--- config.mk ---
export PLATFORM = sky130hd
export DESIGN_NAME = fcct_timer
export DESIGN_NICKNAME = d
export VERILOG_FILES = /design/src/verilog/fcct_timer_end.v /design/src/verilog/fcct_prescaler.v /design/src/verilog/fcct_timer.v
export VERILOG_INCLUDE_DIRS = /design/src /design/src/verilog
export SDC_FILE = /design/constraint.sdc
export NUM_CORES = 1
export LEC_CHECK = 0
export ABC_AREA = 1
export BUFFER_PORTS_ARGS = -buffer_cell sky130_fd_sc_hd__buf_2
export CORE_MARGIN = 3
export CORE_UTILIZATION = 50
export CTS_CLUSTER_DIAMETER = 40
export DETAILED_ROUTE_END_ITERATION = 8
export PLACE_DENSITY = 0.67
export SLEW_MARGIN = 20
export SYNTH_ARGS = -nofsm -noshare
export SYNTH_HDL_FRONTEND = slang
export SYNTH_SLANG_ARGS = --single-unit
--- constraint.sdc ---
create_clock -name clock_i -period 3.6 [get_ports clock_i]
set_input_delay 0 -clock clock_i [delete_from_list [all_inputs] [get_ports clock_i]]
set_output_delay 0 -clock clock_i [all_outputs]
set_load 0.1 [all_outputs]
--- src/verilog/fcct_defines.vh ---
// Register map, field positions, codes and reset values of the timer.
// Assumes an 8-bit register port and one 50 MHz clock.
//
// Behaviour
// - On compare apply channel action: off, toggle, drive low, drive high
// - Nonzero action code turns channel pin into driven compare output
// - Edge select: off, rising only, falling only, either edge
// - Channel interrupt request only while flag set and enable bit is one
// - Overflow interrupt request while overflow flag set and enable is one
// - Counter-reset-on-ch3 bit makes channel-3 compare reset the counter
// - With reset on ch3 and compare value zero, counter stays at zero
// - With reset on ch3 and compare value all ones, no overflow flag
// - New prescale select takes effect when all prescaler stages are zero
// - Counting clock is bus clock divided by two to the select value
// - Capture or compare event sets that channel's event flag
// - Writing one clears a channel flag, writing zero leaves it
// - Fast clear: capture value read or compare value write clears flag
// - Writing one to overflow flag bit clears it
// - Fast clear: any counter access clears the overflow flag
// - Counter wrap from all ones to zero sets the overflow flag
// - Timer counts only while the timer enable bit is one
`ifndef FCCT_DEFINES_VH
`define FCCT_DEFINES_VH

// ********************************************************************
// Register offsets
// ********************************************************************
`define FCCT_ADDR_MODE     8'hc0
`define FCCT_ADDR_CNT_HI   8'hc4
`define FCCT_ADDR_CNT_LO   8'hc5
`define FCCT_ADDR_SYS1     8'hc6
`define FCCT_ADDR_ACTION   8'hc8
`define FCCT_ADDR_EDGE     8'hc9
`define FCCT_ADDR_IRQEN    8'hca
`define FCCT_ADDR_OVFFLG   8'hcb
`define FCCT_ADDR_FLAGS    8'hcc
`define FCCT_ADDR_SYS2     8'hcd
`define FCCT_ADDR_TC0_HI   8'hce
`define FCCT_TC_STRIDE     8'h02

// ********************************************************************
// Field positions
// ********************************************************************
`define FCCT_SYS1_ENABLE   7
`define FCCT_SYS1_FASTCLR  4
`define FCCT_SYS2_OVFIE    7
`define FCCT_SYS2_CRE      3
`define FCCT_SYS2_PS_MSB   2
`define FCCT_SYS2_PS_LSB   0
`define FCCT_OVF_BIT       7

// ********************************************************************
// Codes
// ********************************************************************
`define FCCT_ACT_OFF       2'b00
`define FCCT_ACT_TOGGLE    2'b01
`define FCCT_ACT_LOW       2'b10
`define FCCT_ACT_HIGH      2'b11
`define FCCT_CNT_MAX       16'hffff
`define FCCT_PS_ALL        7'h7f

// ********************************************************************
// Reset values
// ********************************************************************
`define FCCT_RST_REG8      8'h00
`define FCCT_RST_REG16     16'h0000

`endif

--- src/verilog/fcct_timer_end.v ---
// Holds no logic; the timer lives in fcct_timer.v.

--- src/verilog/fcct_prescaler.v ---
// Prescaler stages that make the counting tick from the bus clock.
// Assumes run_i and sel_i come from logic on the same clock.
`timescale 1ns/1ps
`include "fcct_defines.vh"

module fcct_prescaler (
   input  wire       clock_i,
   input  wire       sys_rst_i,
   input  wire       run_i,
   input  wire [2:0] sel_i,
   output wire       tick_o
);

   reg  [6:0] div_r;
   reg  [2:0] sel_r;
   wire [6:0] mask;

   // ********************************************************************
   // Stage counter and select update
   // ********************************************************************
   always @(posedge clock_i) begin
      if (sys_rst_i) begin
         div_r <= 7'h00;
         sel_r <= 3'h0;
      end else begin
         if (run_i) begin
            div_r <= div_r + 7'h01;
         end else begin
            div_r <= 7'h00;
         end
         if (div_r == 7'h00) begin
            sel_r <= sel_i;
         end
      end
   end

   assign mask   = ~(`FCCT_PS_ALL << sel_r) & `FCCT_PS_ALL;
   assign tick_o = run_i & ((div_r & mask) == mask);

endmodule // fcct_prescaler

--- src/verilog/fcct_timer.v ---
// Four-channel capture/compare timer with its control and status logic.
// Assumes an 8-bit register port on clock_i and asynchronous pin inputs.
//
// The plain strobed port was chosen for this implementation.
`timescale 1ns/1ps
`include "fcct_defines.vh"

module fcct_timer (
   input  wire       clock_i,
   input  wire       sys_rst_i,
   input  wire [7:0] reg_addr_i,
   input  wire [7:0] reg_wdata_i,
   input  wire       reg_wr_i,
   input  wire       reg_rd_i,
   output wire [7:0] reg_rdata_o,
   input  wire [3:0] cap_pin_i,
   output wire [3:0] cmp_pin_o,
   output wire [3:0] cmp_pin_oe_o,
   output wire [3:0] chan_irq_o,
   output wire       ovf_irq_o
);

   // ********************************************************************
   // Registers
   // ********************************************************************
   reg  [7:0]  mode_r;
   reg  [7:0]  sys1_r;
   reg  [7:0]  action_r;
   reg  [7:0]  edge_r;
   reg  [7:0]  irqen_r;
   reg  [7:0]  sys2_r;
   reg  [3:0]  flags_r;
   reg  [3:0]  flags_nxt;
   reg         ovf_r;
   reg         ovf_nxt;
   reg  [15:0] cnt_r;
   reg  [15:0] cnt_nxt;
   reg  [7:0]  rdata_r;
   reg  [7:0]  rdata_nxt;
   reg  [3:0]  chan_irq_r;
   reg         ovf_irq_r;

   wire        tick;
   wire        timer_on;
   wire        fast_clr;
   wire        ovf_ie;
   wire        cnt_rst_en;
   wire [3:0]  chan_ev;
   wire [3:0]  cmp_ev;
   wire [3:0]  fast_flag_clr;
   wire [3:0]  flag_w1c;
   wire        ovf_w1c;
   wire        cnt_hit;
   wire        ch3_reset;
   wire        ovf_set;
   wire [7:0]  tc_rd [0:4];
   wire        sel_mode;
   wire        sel_cnt_hi;
   wire        sel_cnt_lo;
   wire        sel_sys1;
   wire        sel_action;
   wire        sel_edge;
   wire        sel_irqen;
   wire        sel_ovf;
   wire        sel_flags;
   wire        sel_sys2;

   assign timer_on   = sys1_r[`FCCT_SYS1_ENABLE];
   assign fast_clr   = sys1_r[`FCCT_SYS1_FASTCLR];
   assign ovf_ie     = sys2_r[`FCCT_SYS2_OVFIE];
   assign cnt_rst_en = sys2_r[`FCCT_SYS2_CRE];
   assign tc_rd[0]   = 8'h00;

   // ********************************************************************
   // Register address decode
   // ********************************************************************
   assign sel_mode   = (reg_addr_i == `FCCT_ADDR_MODE);
   assign sel_cnt_hi = (reg_addr_i == `FCCT_ADDR_CNT_HI);
   assign sel_cnt_lo = (reg_addr_i == `FCCT_ADDR_CNT_LO);
   assign sel_sys1   = (reg_addr_i == `FCCT_ADDR_SYS1);
   assign sel_action = (reg_addr_i == `FCCT_ADDR_ACTION);
   assign sel_edge   = (reg_addr_i == `FCCT_ADDR_EDGE);
   assign sel_irqen  = (reg_addr_i == `FCCT_ADDR_IRQEN);
   assign sel_ovf    = (reg_addr_i == `FCCT_ADDR_OVFFLG);
   assign sel_flags  = (reg_addr_i == `FCCT_ADDR_FLAGS);
   assign sel_sys2   = (reg_addr_i == `FCCT_ADDR_SYS2);

   // ********************************************************************
   // Prescaler
   // ********************************************************************
   fcct_prescaler u_prescaler (
      .clock_i   (clock_i),
      .sys_rst_i (sys_rst_i),
      .run_i     (timer_on),
      .sel_i     (sys2_r[`FCCT_SYS2_PS_MSB:`FCCT_SYS2_PS_LSB]),
      .tick_o    (tick)
   );

   // ********************************************************************
   // Per-channel capture, compare and pin logic
   // ********************************************************************
   genvar i;
   generate
      for (i = 0; i < 4; i = i + 1) begin : g_chan
         localparam integer CH_OFS_I = 2 * i;
         localparam [7:0]   CH_OFS   = CH_OFS_I[7:0];
         reg  [1:0]  sync_r;
         reg         prev_r;
         reg  [15:0] tc_r;
         reg         line_r;
         reg         line_nxt;
         reg         oe_r;
         wire        pin_s;
         wire        rise;
         wire        fall;
         wire [1:0]  edge_sel;
         wire [1:0]  act;
         wire        is_cmp;
         wire        hit_hi;
         wire        hit_lo;
         wire        cap_ev;
         wire [7:0]  rd_val;

         assign pin_s    = sync_r[1];
         assign rise     = pin_s & ~prev_r;
         assign fall     = ~pin_s & prev_r;
         assign edge_sel = edge_r[2*i+1:2*i];
         assign act      = action_r[2*i+1:2*i];
         assign is_cmp   = mode_r[i];
         assign hit_hi   = (reg_addr_i == (`FCCT_ADDR_TC0_HI + CH_OFS));
         assign hit_lo   = (reg_addr_i ==
                            (`FCCT_ADDR_TC0_HI + CH_OFS + 8'h01));
         assign cap_ev   = ~is_cmp & timer_on &
                           ((edge_sel[0] & rise) |
                            (edge_sel[1] & fall));
         assign cmp_ev[i]  = is_cmp & tick & (cnt_r == tc_r);
         assign chan_ev[i] = cap_ev | cmp_ev[i];
         assign fast_flag_clr[i] = fast_clr & (hit_hi | hit_lo) &
                                   ((reg_rd_i & ~is_cmp) |
                                    (reg_wr_i & is_cmp));
         assign rd_val = hit_hi ? tc_r[15:8] :
                         (hit_lo ? tc_r[7:0] : 8'h00);
         assign tc_rd[i+1]      = tc_rd[i] | rd_val;
         assign cmp_pin_o[i]    = line_r;
         assign cmp_pin_oe_o[i] = oe_r;

         always @* begin
            line_nxt = line_r;
            if (cmp_ev[i]) begin
               case (act)
                  `FCCT_ACT_TOGGLE: line_nxt = ~line_r;
                  `FCCT_ACT_LOW:    line_nxt = 1'b0;
                  `FCCT_ACT_HIGH:   line_nxt = 1'b1;
                  default:          line_nxt = line_r;
               endcase
            end
         end

         always @(posedge clock_i) begin
            if (sys_rst_i) begin
               sync_r <= 2'b00;
               prev_r <= 1'b0;
               tc_r   <= `FCCT_RST_REG16;
               line_r <= 1'b0;
               oe_r   <= 1'b0;
            end else begin
               sync_r <= {sync_r[0], cap_pin_i[i]};
               prev_r <= pin_s;
               if (cap_ev) begin
                  tc_r <= cnt_r;
               end else if (reg_wr_i & is_cmp & hit_hi) begin
                  tc_r[15:8] <= reg_wdata_i;
               end else if (reg_wr_i & is_cmp & hit_lo) begin
                  tc_r[7:0] <= reg_wdata_i;
               end
               line_r <= line_nxt;
               oe_r <= |act;
            end
         end
      end
   endgenerate

   // ********************************************************************
   // Free-running counter and overflow
   // ********************************************************************
   assign ch3_reset = cnt_rst_en & cmp_ev[3];
   assign ovf_set   = tick & (cnt_r == `FCCT_CNT_MAX) & ~ch3_reset;

   always @* begin
      cnt_nxt = cnt_r;
      if (tick) begin
         if (ch3_reset) begin
            cnt_nxt = `FCCT_RST_REG16;
         end else begin
            cnt_nxt = cnt_r + 16'h0001;
         end
      end
   end

   // ********************************************************************
   // Flag update, set wins over clear
   // ********************************************************************
   assign cnt_hit  = sel_cnt_hi | sel_cnt_lo;
   assign flag_w1c = (reg_wr_i && sel_flags) ?
                     reg_wdata_i[3:0] : 4'h0;
   assign ovf_w1c  = reg_wr_i && sel_ovf &&
                     reg_wdata_i[`FCCT_OVF_BIT];

   always @* begin
      flags_nxt = (flags_r & ~(flag_w1c | fast_flag_clr)) | chan_ev;
      ovf_nxt   = (ovf_r & ~(ovf_w1c |
                   (fast_clr & cnt_hit & (reg_rd_i | reg_wr_i))))
                  | ovf_set;
   end

   // ********************************************************************
   // Register write port
   // ********************************************************************
   always @(posedge clock_i) begin
      if (sys_rst_i) begin
         mode_r   <= `FCCT_RST_REG8;
         sys1_r   <= `FCCT_RST_REG8;
         action_r <= `FCCT_RST_REG8;
         edge_r   <= `FCCT_RST_REG8;
         irqen_r  <= `FCCT_RST_REG8;
         sys2_r   <= `FCCT_RST_REG8;
      end else if (reg_wr_i) begin
         if (sel_mode) begin
            mode_r <= {4'h0, reg_wdata_i[3:0]};
         end else if (sel_sys1) begin
            sys1_r <= reg_wdata_i & 8'h90;
         end else if (sel_action) begin
            action_r <= reg_wdata_i;
         end else if (sel_edge) begin
            edge_r <= reg_wdata_i;
         end else if (sel_irqen) begin
            irqen_r <= {4'h0, reg_wdata_i[3:0]};
         end else if (sel_sys2) begin
            sys2_r <= reg_wdata_i & 8'h8f;
         end
      end
   end

   // ********************************************************************
   // State, counter and interrupt requests
   // ********************************************************************
   always @(posedge clock_i) begin
      if (sys_rst_i) begin
         cnt_r      <= `FCCT_RST_REG16;
         flags_r    <= 4'h0;
         ovf_r      <= 1'b0;
         chan_irq_r <= 4'h0;
         ovf_irq_r  <= 1'b0;
      end else begin
         cnt_r      <= cnt_nxt;
         flags_r    <= flags_nxt;
         ovf_r      <= ovf_nxt;
         chan_irq_r <= flags_r & irqen_r[3:0];
         ovf_irq_r  <= ovf_r & ovf_ie;
      end
   end

   // ********************************************************************
   // Register read port
   // ********************************************************************
   always @* begin
      rdata_nxt = tc_rd[4];
      if (sel_mode) begin
         rdata_nxt = mode_r;
      end else if (sel_cnt_hi) begin
         rdata_nxt = cnt_r[15:8];
      end else if (sel_cnt_lo) begin
         rdata_nxt = cnt_r[7:0];
      end else if (sel_sys1) begin
         rdata_nxt = sys1_r;
      end else if (sel_action) begin
         rdata_nxt = action_r;
      end else if (sel_edge) begin
         rdata_nxt = edge_r;
      end else if (sel_irqen) begin
         rdata_nxt = irqen_r;
      end else if (sel_ovf) begin
         rdata_nxt = {ovf_r, 7'h00};
      end else if (sel_flags) begin
         rdata_nxt = {4'h0, flags_r};
      end else if (sel_sys2) begin
         rdata_nxt = sys2_r;
      end
   end

   always @(posedge clock_i) begin
      if (sys_rst_i) begin
         rdata_r <= 8'h00;
      end else if (reg_rd_i) begin
         rdata_r <= rdata_nxt;
      end else begin
         rdata_r <= 8'h00;
      end
   end

   assign reg_rdata_o = rdata_r;
   assign chan_irq_o  = chan_irq_r;
   assign ovf_irq_o   = ovf_irq_r;

endmodule // fcct_timer

* After elaboration in Yosys (flattened, before gate mapping)
Index checks and enable logic that the tools add are counted.
** Operators by class
- Add/sub/neg operators :: 2
- Multipliers :: 0
- Div/mod/pow operators :: 0
- Order comparisons :: 0
- Equality and inequality tests :: 40
- Shift-type cells :: 1
- Muxes and demuxes :: 40
- Bitwise logic cells :: 119
- Reductions and logical operators :: 37
** Operator list (number)
- 8-bit two-way mux :: 29
- 8-bit equality test (second input constant) :: 18
- 16-bit two-way mux :: 5
- 1-bit AND :: 64
- 16-bit equality test :: 4
- 1-bit NOT :: 25
- 8-bit bitwise OR :: 3
- 1-bit bitwise OR :: 20
- 2-bit AND reduction :: 9
- 16-bit by 1-bit adder with 16-bit output (second input constant) :: 1
- 16-bit equality test (second input constant) :: 1
- 2-bit equality test (second input constant) :: 8
- 2-bit nonzero test :: 8
- 1-bit case mux with 3 select lines :: 4
- 3-bit nonzero test :: 4
- 2-bit OR reduction :: 6
- 4-bit AND :: 2
- 2-bit by 1-bit equality test with 1-bit output (second input constant) :: 4
- 4-bit two-way mux :: 2
- 2-bit inequality test (second input constant) :: 4
- 4-bit bitwise OR :: 2
- 7-bit by 1-bit adder with 7-bit output (second input constant) :: 1
- 7-bit AND :: 1
- 7-bit equality test :: 1
- 11 further kinds :: 13
** Word-level totals
- Register bits :: 159
- Bits in latches :: 0
- Memory bits (writable) :: 0
- Bits in read-only memories :: 0
- Bits of input ports :: 24
- Output and inout port bits :: 21
- Logic and storage cells :: 278
- Memories :: 0

* Logic depth before layout (Yosys ltp)
Gate-level depths: netlist of run 1.
- Depth after elaboration :: 16
- Depth in mapped cells :: 15
- Mapped depth without buffers :: 15

* Modules after synthesis
Synthesis of run 1 repeated with hierarchy kept, for this count alone.
** Unflattened totals
- Cells, all modules :: 1348
- Area total of the unflattened synthesis :: 8862.2 sq um
** Modules (own cells, without submodules)
- fcct_timer :: instances 1, cells each 1272, area each 8360.5 sq um, seq. area each 2982.9 sq um
- fcct_prescaler :: instances 1, cells each 76, area each 501.7 sq um, seq. area each 200.2 sq um

* Least setup slack after synthesis of run 1
OpenSTA, ideal clock, no wires.
- Kind :: reg-to-reg
- From :: register cnt_r[3]
- To :: register cnt_r[11]
- Library setup time :: 0.132 ns
- Data arrival time :: 1.479 ns
- Required time :: 3.468 ns
- Path slack :: 1.988 ns
- Stages on the path, launching flop included :: 12
- Buffers on the path :: 2
- Clock period less this slack :: 1.612 ns
- Path through :: dfxtp_1 buf_4 inv_1 buf_6 nand2_1 inv_1 nor4_1 nand2_1 nor2_1 nand3_2 nand3b_1 a21oi_1
** On the way
- Word-level cells in the longest chain between the ends :: 4
- Elaborated cells between the ends (all ways) :: 5
- Classes of those cells :: add/sub (1); eq/ne (1); mux (1); bitwise (2)
** Ends and longest elaborated chain
- start: declaration :: RTL line fcct_timer.v:36 : reg [15:0] cnt_r;
- start signal: assignment :: RTL line fcct_timer.v:249 : cnt_r <= `FCCT_RST_REG16;
- start signal: assignment :: RTL line fcct_timer.v:255 : cnt_r <= cnt_nxt;
- parallel branches: the longest is 3 deep, another holds 16-bit by 1-bit adder with 16-bit output
- 16-bit two-way mux * :: RTL line fcct_timer.v:192 : if (ch3_reset) begin
Every way passes the cells marked *.
A chain may end at the register's enable or synchronous reset.

* Worst setup path after layout of run 1
- From :: register cnt_r[0]
- To :: register cnt_r[8]
The elaborated chain is that of the path after synthesis.

==> impl_metrics.ini, run 1 <==
[grt]
first_global_vias = 8892
antenna_found_initial = 0
grt_use_total_pct = 34.9
grt_pass1_wl_um = 52700
grt_start_max_net_pins = 60
grt-ovfl-total = 0

[clock_tree]
cts_tree = yes
cts.clk_slew.worst_paths_ps = 70
max-clock-path-buffers = 2
insertion_delay_ps = 440
root_buffer = clkbuf_16
cts_resized = 0
cts_buffers = 17
cts_sinks = 159
h-tree-depth = 4

[sta]
tightest_slew_ps = 992
fin_crit_ps = 2680
layout_setup_ws_ps = 916
relSlewSlack_pct = 33.8
rsz0062_at_grt = false
fin_worst_skew_ps = 8.19
holdWs_ps = 43.8
clock.fmax_mhz = 373
hold_viol_final = 0
post-route-period-util_pct = 74.5
tns_ps = 0
setup_violations = 0
slew_viol_final = 0

[die]
core-area_um2 = 17400
die_x_um = 140
dieArea_um2 = 19500
initial_core_util_pct = 51.4
io-pin-count = 45
num_rows = 48
die_h_um = 140

[yosys]
ys_warn_count = 0
synth-edff-count = 0
ys_seq_area_share_pct = 35.6
synth_nets = 1396
syn_inst = 1369
synthesis.area_um2 = 8950
synthArstFlopShare_pct = 0
synthFlopType = dfxtp_1
synth_seq_cells = 159
yosysUniqueCellTypes = 45
syn-mean-instance-area_um2 = 6.54

[worst_setup_path]
crit_required_ps = 3930
max_stage_delay_ps = 760
cp_max_fo = 10
path_cells = inv_1 > nand2_1 > nand3_1 > nor3_1 > nand3_1 > nor2_1 > nand4_1 > nand3_1 > nor2_1
crit_path_end_kind = flop
critPathTopFamily = simple AND/OR/NAND/NOR gates
startpoint_type = flop
r2r_start = cnt_r[0]
worst-path-buf-inv = 1
cp-startpoint = cnt_r[0]
critPathArrivalTime_ps = 3010
cpMostUsedCell = nand3_1
path_class = flop to flop
slowest_stage = dfxtp_1

[pwr]
p_sw_w = 0.000961
clkPwrFrac_pct = 47.9
leakage_nw = 3.92
p_sw_share_pct = 26.0
p_per_area_nw_per_um2 = 374
p_comb_share_pct = 4.3
internal_power_w = 0.00273
seqPwrFrac_pct = 47.8
irDropWorstVdd_uv = 387

[final_layout]
finalNetCount = 1423
diodes = 0
stdcell_count = 1634
syn2layout_area_growth_pct = 10.5
drive_above_1_share_pct = 8.59

[place]
dp.cells = 1590
place.gp.congestion = 1.07
pre_cts_slack_ps = 1110
port_buffers = 44
dp.final_hpwl_um = 25300

[detailed_routing]
drt_iter0_drc = 1792
antenna_left = 0
wl_per_cell_um = 21.3
firstDrtPassIters = 6
remaining_drc_errors = 0
vias = 9787
wl_um = 34700
vias_per_cell = 5.99

[outcome]
outcome = completed

[worst_hold_path]
hp-class = input pin to flop
hold_path_startpoint = sys_rst_i

[flow_run]
max_cap_viol_count = 0
path summary, 6_finish.rpt:
path                                             to  slack (ps)  depth (start not counted)
worst min-delay path            g_chan[3].sync_r[0]          40                          2
worst min register to register  g_chan[1].sync_r[1]         410                          2
worst max register to register             cnt_r[8]         920                          9
worst max-delay path                       cnt_r[8]         920                          9
worst reg2reg max path, delay by kind of cell (launching register included):
family | cells | cell delay [ps]
AND/OR/NAND/NOR | 8 | 1320
flip-flops | 1 | 760
buffers and inverters | 1 | 490
what timing repair did:
action / CTS / global route
hold endpoints to repair: 23 / 0
buffers inserted: 0 / 0
hold buffers: 12 / 0
power by group through the flow:
| stage | logic (W) | registers (W) | clock network [W] |
|---|---|---|---|
| after floorplan | 0.0000869 | 0.00181 | 0 |
| after global placement | 0.000141 | 0.00181 | 0 |
| after detailed placement | 0.000141 | 0.00181 | 0 |
| after CTS | 0.000152 | 0.00177 | 0.00178 |
| after global routing | 0.000168 | 0.00177 | 0.00186 |
| final | 0.000158 | 0.00177 | 0.00177 |
logic make-up after synthesis:
| group | count (synthesis) | synth area share [%] |
|---|---|---|
| simple gates | 635 | 31.1 |
| fa+ha+maj | 3 | 0.420 |
| flops | 159 | 35.6 |
| compound gates | 306 | 18.9 |
| xor+xnor | 28 | 2.74 |
| buf+inv | 238 | 11.3 |
registers in the layout, indices dropped and copies added (netlist names):
| register | flops |
|---|---|
| sys1_r | 2 |
| g_chan.oe_r | 4 |
| ovf_irq_o | 1 |
| reg_rdata_o | 8 |
| flags_r | 4 |
| action_r | 8 |
| u_prescaler.div_r | 7 |
| g_chan.sync_r | 8 |
| cnt_r | 16 |
| edge_r | 8 |
| g_chan.tc_r | 64 |
| ovf_r | 1 |
| chan_irq_o | 4 |
| g_chan.line_r | 4 |
| mode_r | 4 |
| u_prescaler.sel_r | 3 |
| sys2_r | 5 |
| irqen_r | 4 |
| g_chan.prev_r | 4 |
synthesized netlist by cell type (16+ instances only):
| cell type | n | area, um^2 |
|---|---|---|
| o22ai_1 | 24 | 150 |
| inv_1 | 166 | 623 |
| a22oi_1 | 16 | 120 |
| xor2_1 | 19 | 166 |
| o21ai_0 | 102 | 510 |
| dfxtp_1 | 159 | 3180 |
| clkbuf_1 | 20 | 75.1 |
| nand4_1 | 30 | 188 |
| nor3_1 | 32 | 160 |
| a21oi_1 | 125 | 626 |
| nand3_1 | 67 | 335 |
| buf_2 | 19 | 95.1 |
| a31oi_1 | 17 | 106 |
| nor2_1 | 184 | 691 |
| nand2_1 | 277 | 1040 |
layout by cell type (no fill, tap or decap), drive strengths merged:
cell / netlist / final
a221oi: 2 / 2
nor3b: 2 / 2
a31oi: 17 / 17
inv: 175 / 181
o311ai: 1 / 1
or2: 1 / 1
nor2: 195 / 195
a211oi: 12 / 12
dfxtp: 159 / 159
xor2: 19 / 19
clkinv: 3 / 9
nand3: 68 / 68
o22ai: 24 / 24
nor3: 33 / 33
a22oi: 16 / 16
clkbuf: 20 / 19
o2111ai: 2 / 2
nand2: 287 / 287
and3: 1 / 1
buf: 40 / 56
nand3b: 8 / 8
nand4: 30 / 30
o21bai: 1 / 1
o221ai: 2 / 2
o21ai: 102 / 102
o31ai: 1 / 1
o211ai: 1 / 1
ha: 3 / 3
nor4: 10 / 10
clkinvlp: 0 / 1
dlygate4sd3: 0 / 12
xnor2: 9 / 9
a21oi: 125 / 125
per-stage QoR:
stage                     instance area, um^2  total power [W]  util [%]
after floorplan                          8950          0.00189         -
after global placement                   9200          0.00195      52.8
after detailed placement                 9200          0.00195      52.8
after CTS                                9890          0.00370      56.8
after global routing                     9890          0.00380      56.8
final                                    9890          0.00370      56.8
area by class of cell:
| type | count | area, um^2 |
|---|---|---|
| Clock buffer | 19 | 443 |
| Clock inverter | 13 | 124 |
| Fill cell | 1723 | 7530 |
| Inverter | 178 | 668 |
| Multi-Input combinational cell | 972 | 4760 |
| Sequential cell | 159 | 3180 |
| Tap cell | 225 | 282 |
| Timing Repair Buffer | 68 | 433 |
metal layers:
layer | track usage, % | part of all wire, % | up-vias
met2 | 50.9 | 42 | 684
li1 | - | - | 4563
met4 | 16.2 | 5.0 | 0
met3 | 10.9 | 13 | 127
met5 | 0 | 0 | -
met1 | 47.3 | 40 | 4413
Note: power is estimated with default switching activity, not from simulation.
==> inputs of run 2 (changes only) <==
Settings changed: PLACE_DENSITY 0.67 to 0.7.
Clock period 3.6 ns to 2.34 ns, I/O delays scaled along.
==> impl_metrics.ini, run 2 (synthesis gave the netlist of run 1 again) <==
[clock_tree]
cts_sinks = 159
max-clock-path-buffers = 2
cts_tree = yes
cts_setup_buffers = 0
cts.clk_slew.worst_paths_ps = 70
root_buffer = clkbuf_16
cts_resized = 0
hold_buffers = 13
cts_buffers = 17
insertion_delay_ps = 440
h-tree-depth = 4

[final_layout]
reg_top3 = g_chan.tc_r: 64 flops, cnt_r: 16 flops
regMostFlops = g_chan.tc_r
final_cell_mix = 277 x nand2_1, 184 x nor2_1, 166 x inv_1
syn2layout_area_growth_pct = 14.2
layout_commonest_cell = nand2_1
finalNetCount = 1461
diodes = 0
largest_reg_flops = 64
nFillCells = 1719
stdcell_count = 1672
drive_above_1_share_pct = 11.0

[worst_setup_path]
path_cells = o21ai_0 > a221oi_2 > nand2_2 > inv_2 > nand4_1 > nand3_1 > nor2_1
crit_path_end_kind = flop
critPathArrivalTime_ps = 2450
startpoint_type = flop
worst-path-buf-inv = 1
max_stage_delay_ps = 420
r2r_start = u_prescaler.div_r[2]
r2r-end = cnt_r[8]
slowest_stage = dfxtp_1
crit_required_ps = 2690
rr_worst_depth = 7
path_class = flop to flop
cp_max_fo = 8
r2r_setup_slack_ps = 240
critPathTopFamily = simple AND/OR/NAND/NOR gates

[grt]
grt-ovfl-total = 0
antenna_found_initial = 0
grt_start_max_net_pins = 65
grt_pass1_wl_um = 54100
grt_use_total_pct = 36.0
first_global_vias = 9252

[sta]
tightest_slew_ps = 734
slew_viol_final = 0
fin_worst_skew_ps = 12.3
setup_violations = 0
relSlewSlack_pct = 51.1
post-route-period-util_pct = 89.9
fin_crit_ps = 2100
clock.fmax_mhz = 475
rsz0062_at_grt = false
hold_viol_final = 0
tns_ps = 0

[detailed_routing]
vias = 9985
wl_um = 35300
vias_per_cell = 5.97
wl_per_cell_um = 21.1
drt_iter0_drc = 1290
firstDrtPassIters = 6
remaining_drc_errors = 0
antenna_left = 0

[pwr]
total_power_w = 0.00581
irDropWorstVdd_uv = 549
leakage_nw = 4.13
p_per_area_nw_per_um2 = 569

[worst_hold_path]
hold_end = reg_rdata_o[2]
hold_path_startpoint = reg_addr_i[3]
hp-class = input pin to flop
hold_path_depth = 6

[die]
io-pin-count = 45
num_rows = 48
core-area_um2 = 17400
initial_core_util_pct = 51.4
die_h_um = 140
die_x_um = 140
dieArea_um2 = 19500

[place]
dp.final_hpwl_um = 26400
place.gp.congestion = 1.04
dp.cells = 1627
port_buffers = 44

[flow_run]
max_cap_viol_count = 0

[outcome]
outcome = completed
-- run 2: worst max-delay path by stage --
| stage | slack [ps] | startpoint | cells past startpoint | endpoint |
|---|---|---|---|---|
| global placement | 350 | u_prescaler.div_r[2] | 7 | cnt_r[8] |
| global route | 50 | u_prescaler.div_r[2] | 7 | cnt_r[5] |
| finish | 240 | u_prescaler.div_r[2] | 7 | cnt_r[8] |
| floorplan | 730 | cnt_r[3] | 11 | cnt_r[11] |
| CTS | 280 | u_prescaler.div_r[2] | 7 | cnt_r[8] |
| detailed placement | 280 | u_prescaler.div_r[0] | 7 | cnt_r[8] |
-- run 2: layout make-up --
class | count | area [um^2] | area share [%]
inverter | 178 | 668 | 6.54
clock buffer | 17 | 425 | 4.16
timing repair buffer | 106 | 733 | 7.18
tap | 225 | 282 | 2.76
multi-input combinational | 972 | 4760 | 46.6
clock inverter | 15 | 168 | 1.64
sequential | 159 | 3180 | 31.2
-- run 2: routing by layer --
metal	up-vias	wire length (um)	track usage, %
met1	4531	14100	49.5
met5	-	0	0
met2	674	15000	54.0
met4	0	1830	15.8
met3	135	4380	8.52
li1	4645	-	-
-- run 2: report_power, final --
group | switching [W] | total (W) | internal [W]
sequential | 0.00000476 | 0.00272 | 0.00271
combinational | 0.000181 | 0.000246 | 0.0000655
clock | 0.00132 | 0.00285 | 0.00153
-- run 2: tightest hold or removal path, stage by stage --
cell and delay (ps):
buf_2 120, nor2_1 70, nand2_1 110, nor2_4 80, nand3_1 60, nand2_1 50
-- run 2: through the flow --
stage / worst slack [ps] / util, % / hold slack [ps] / area (um^2)
after floorplan: 728 / - / 107 / 8950
after global placement: 351 / 54.5 / 204 / 9490
after detailed placement: 284 / 54.5 / 211 / 9490
after CTS: 283 / 58.6 / 72.1 / 10200
after global routing: 49.0 / 58.6 / 107 / 10200
final: 237 / 58.6 / 98.9 / 10200
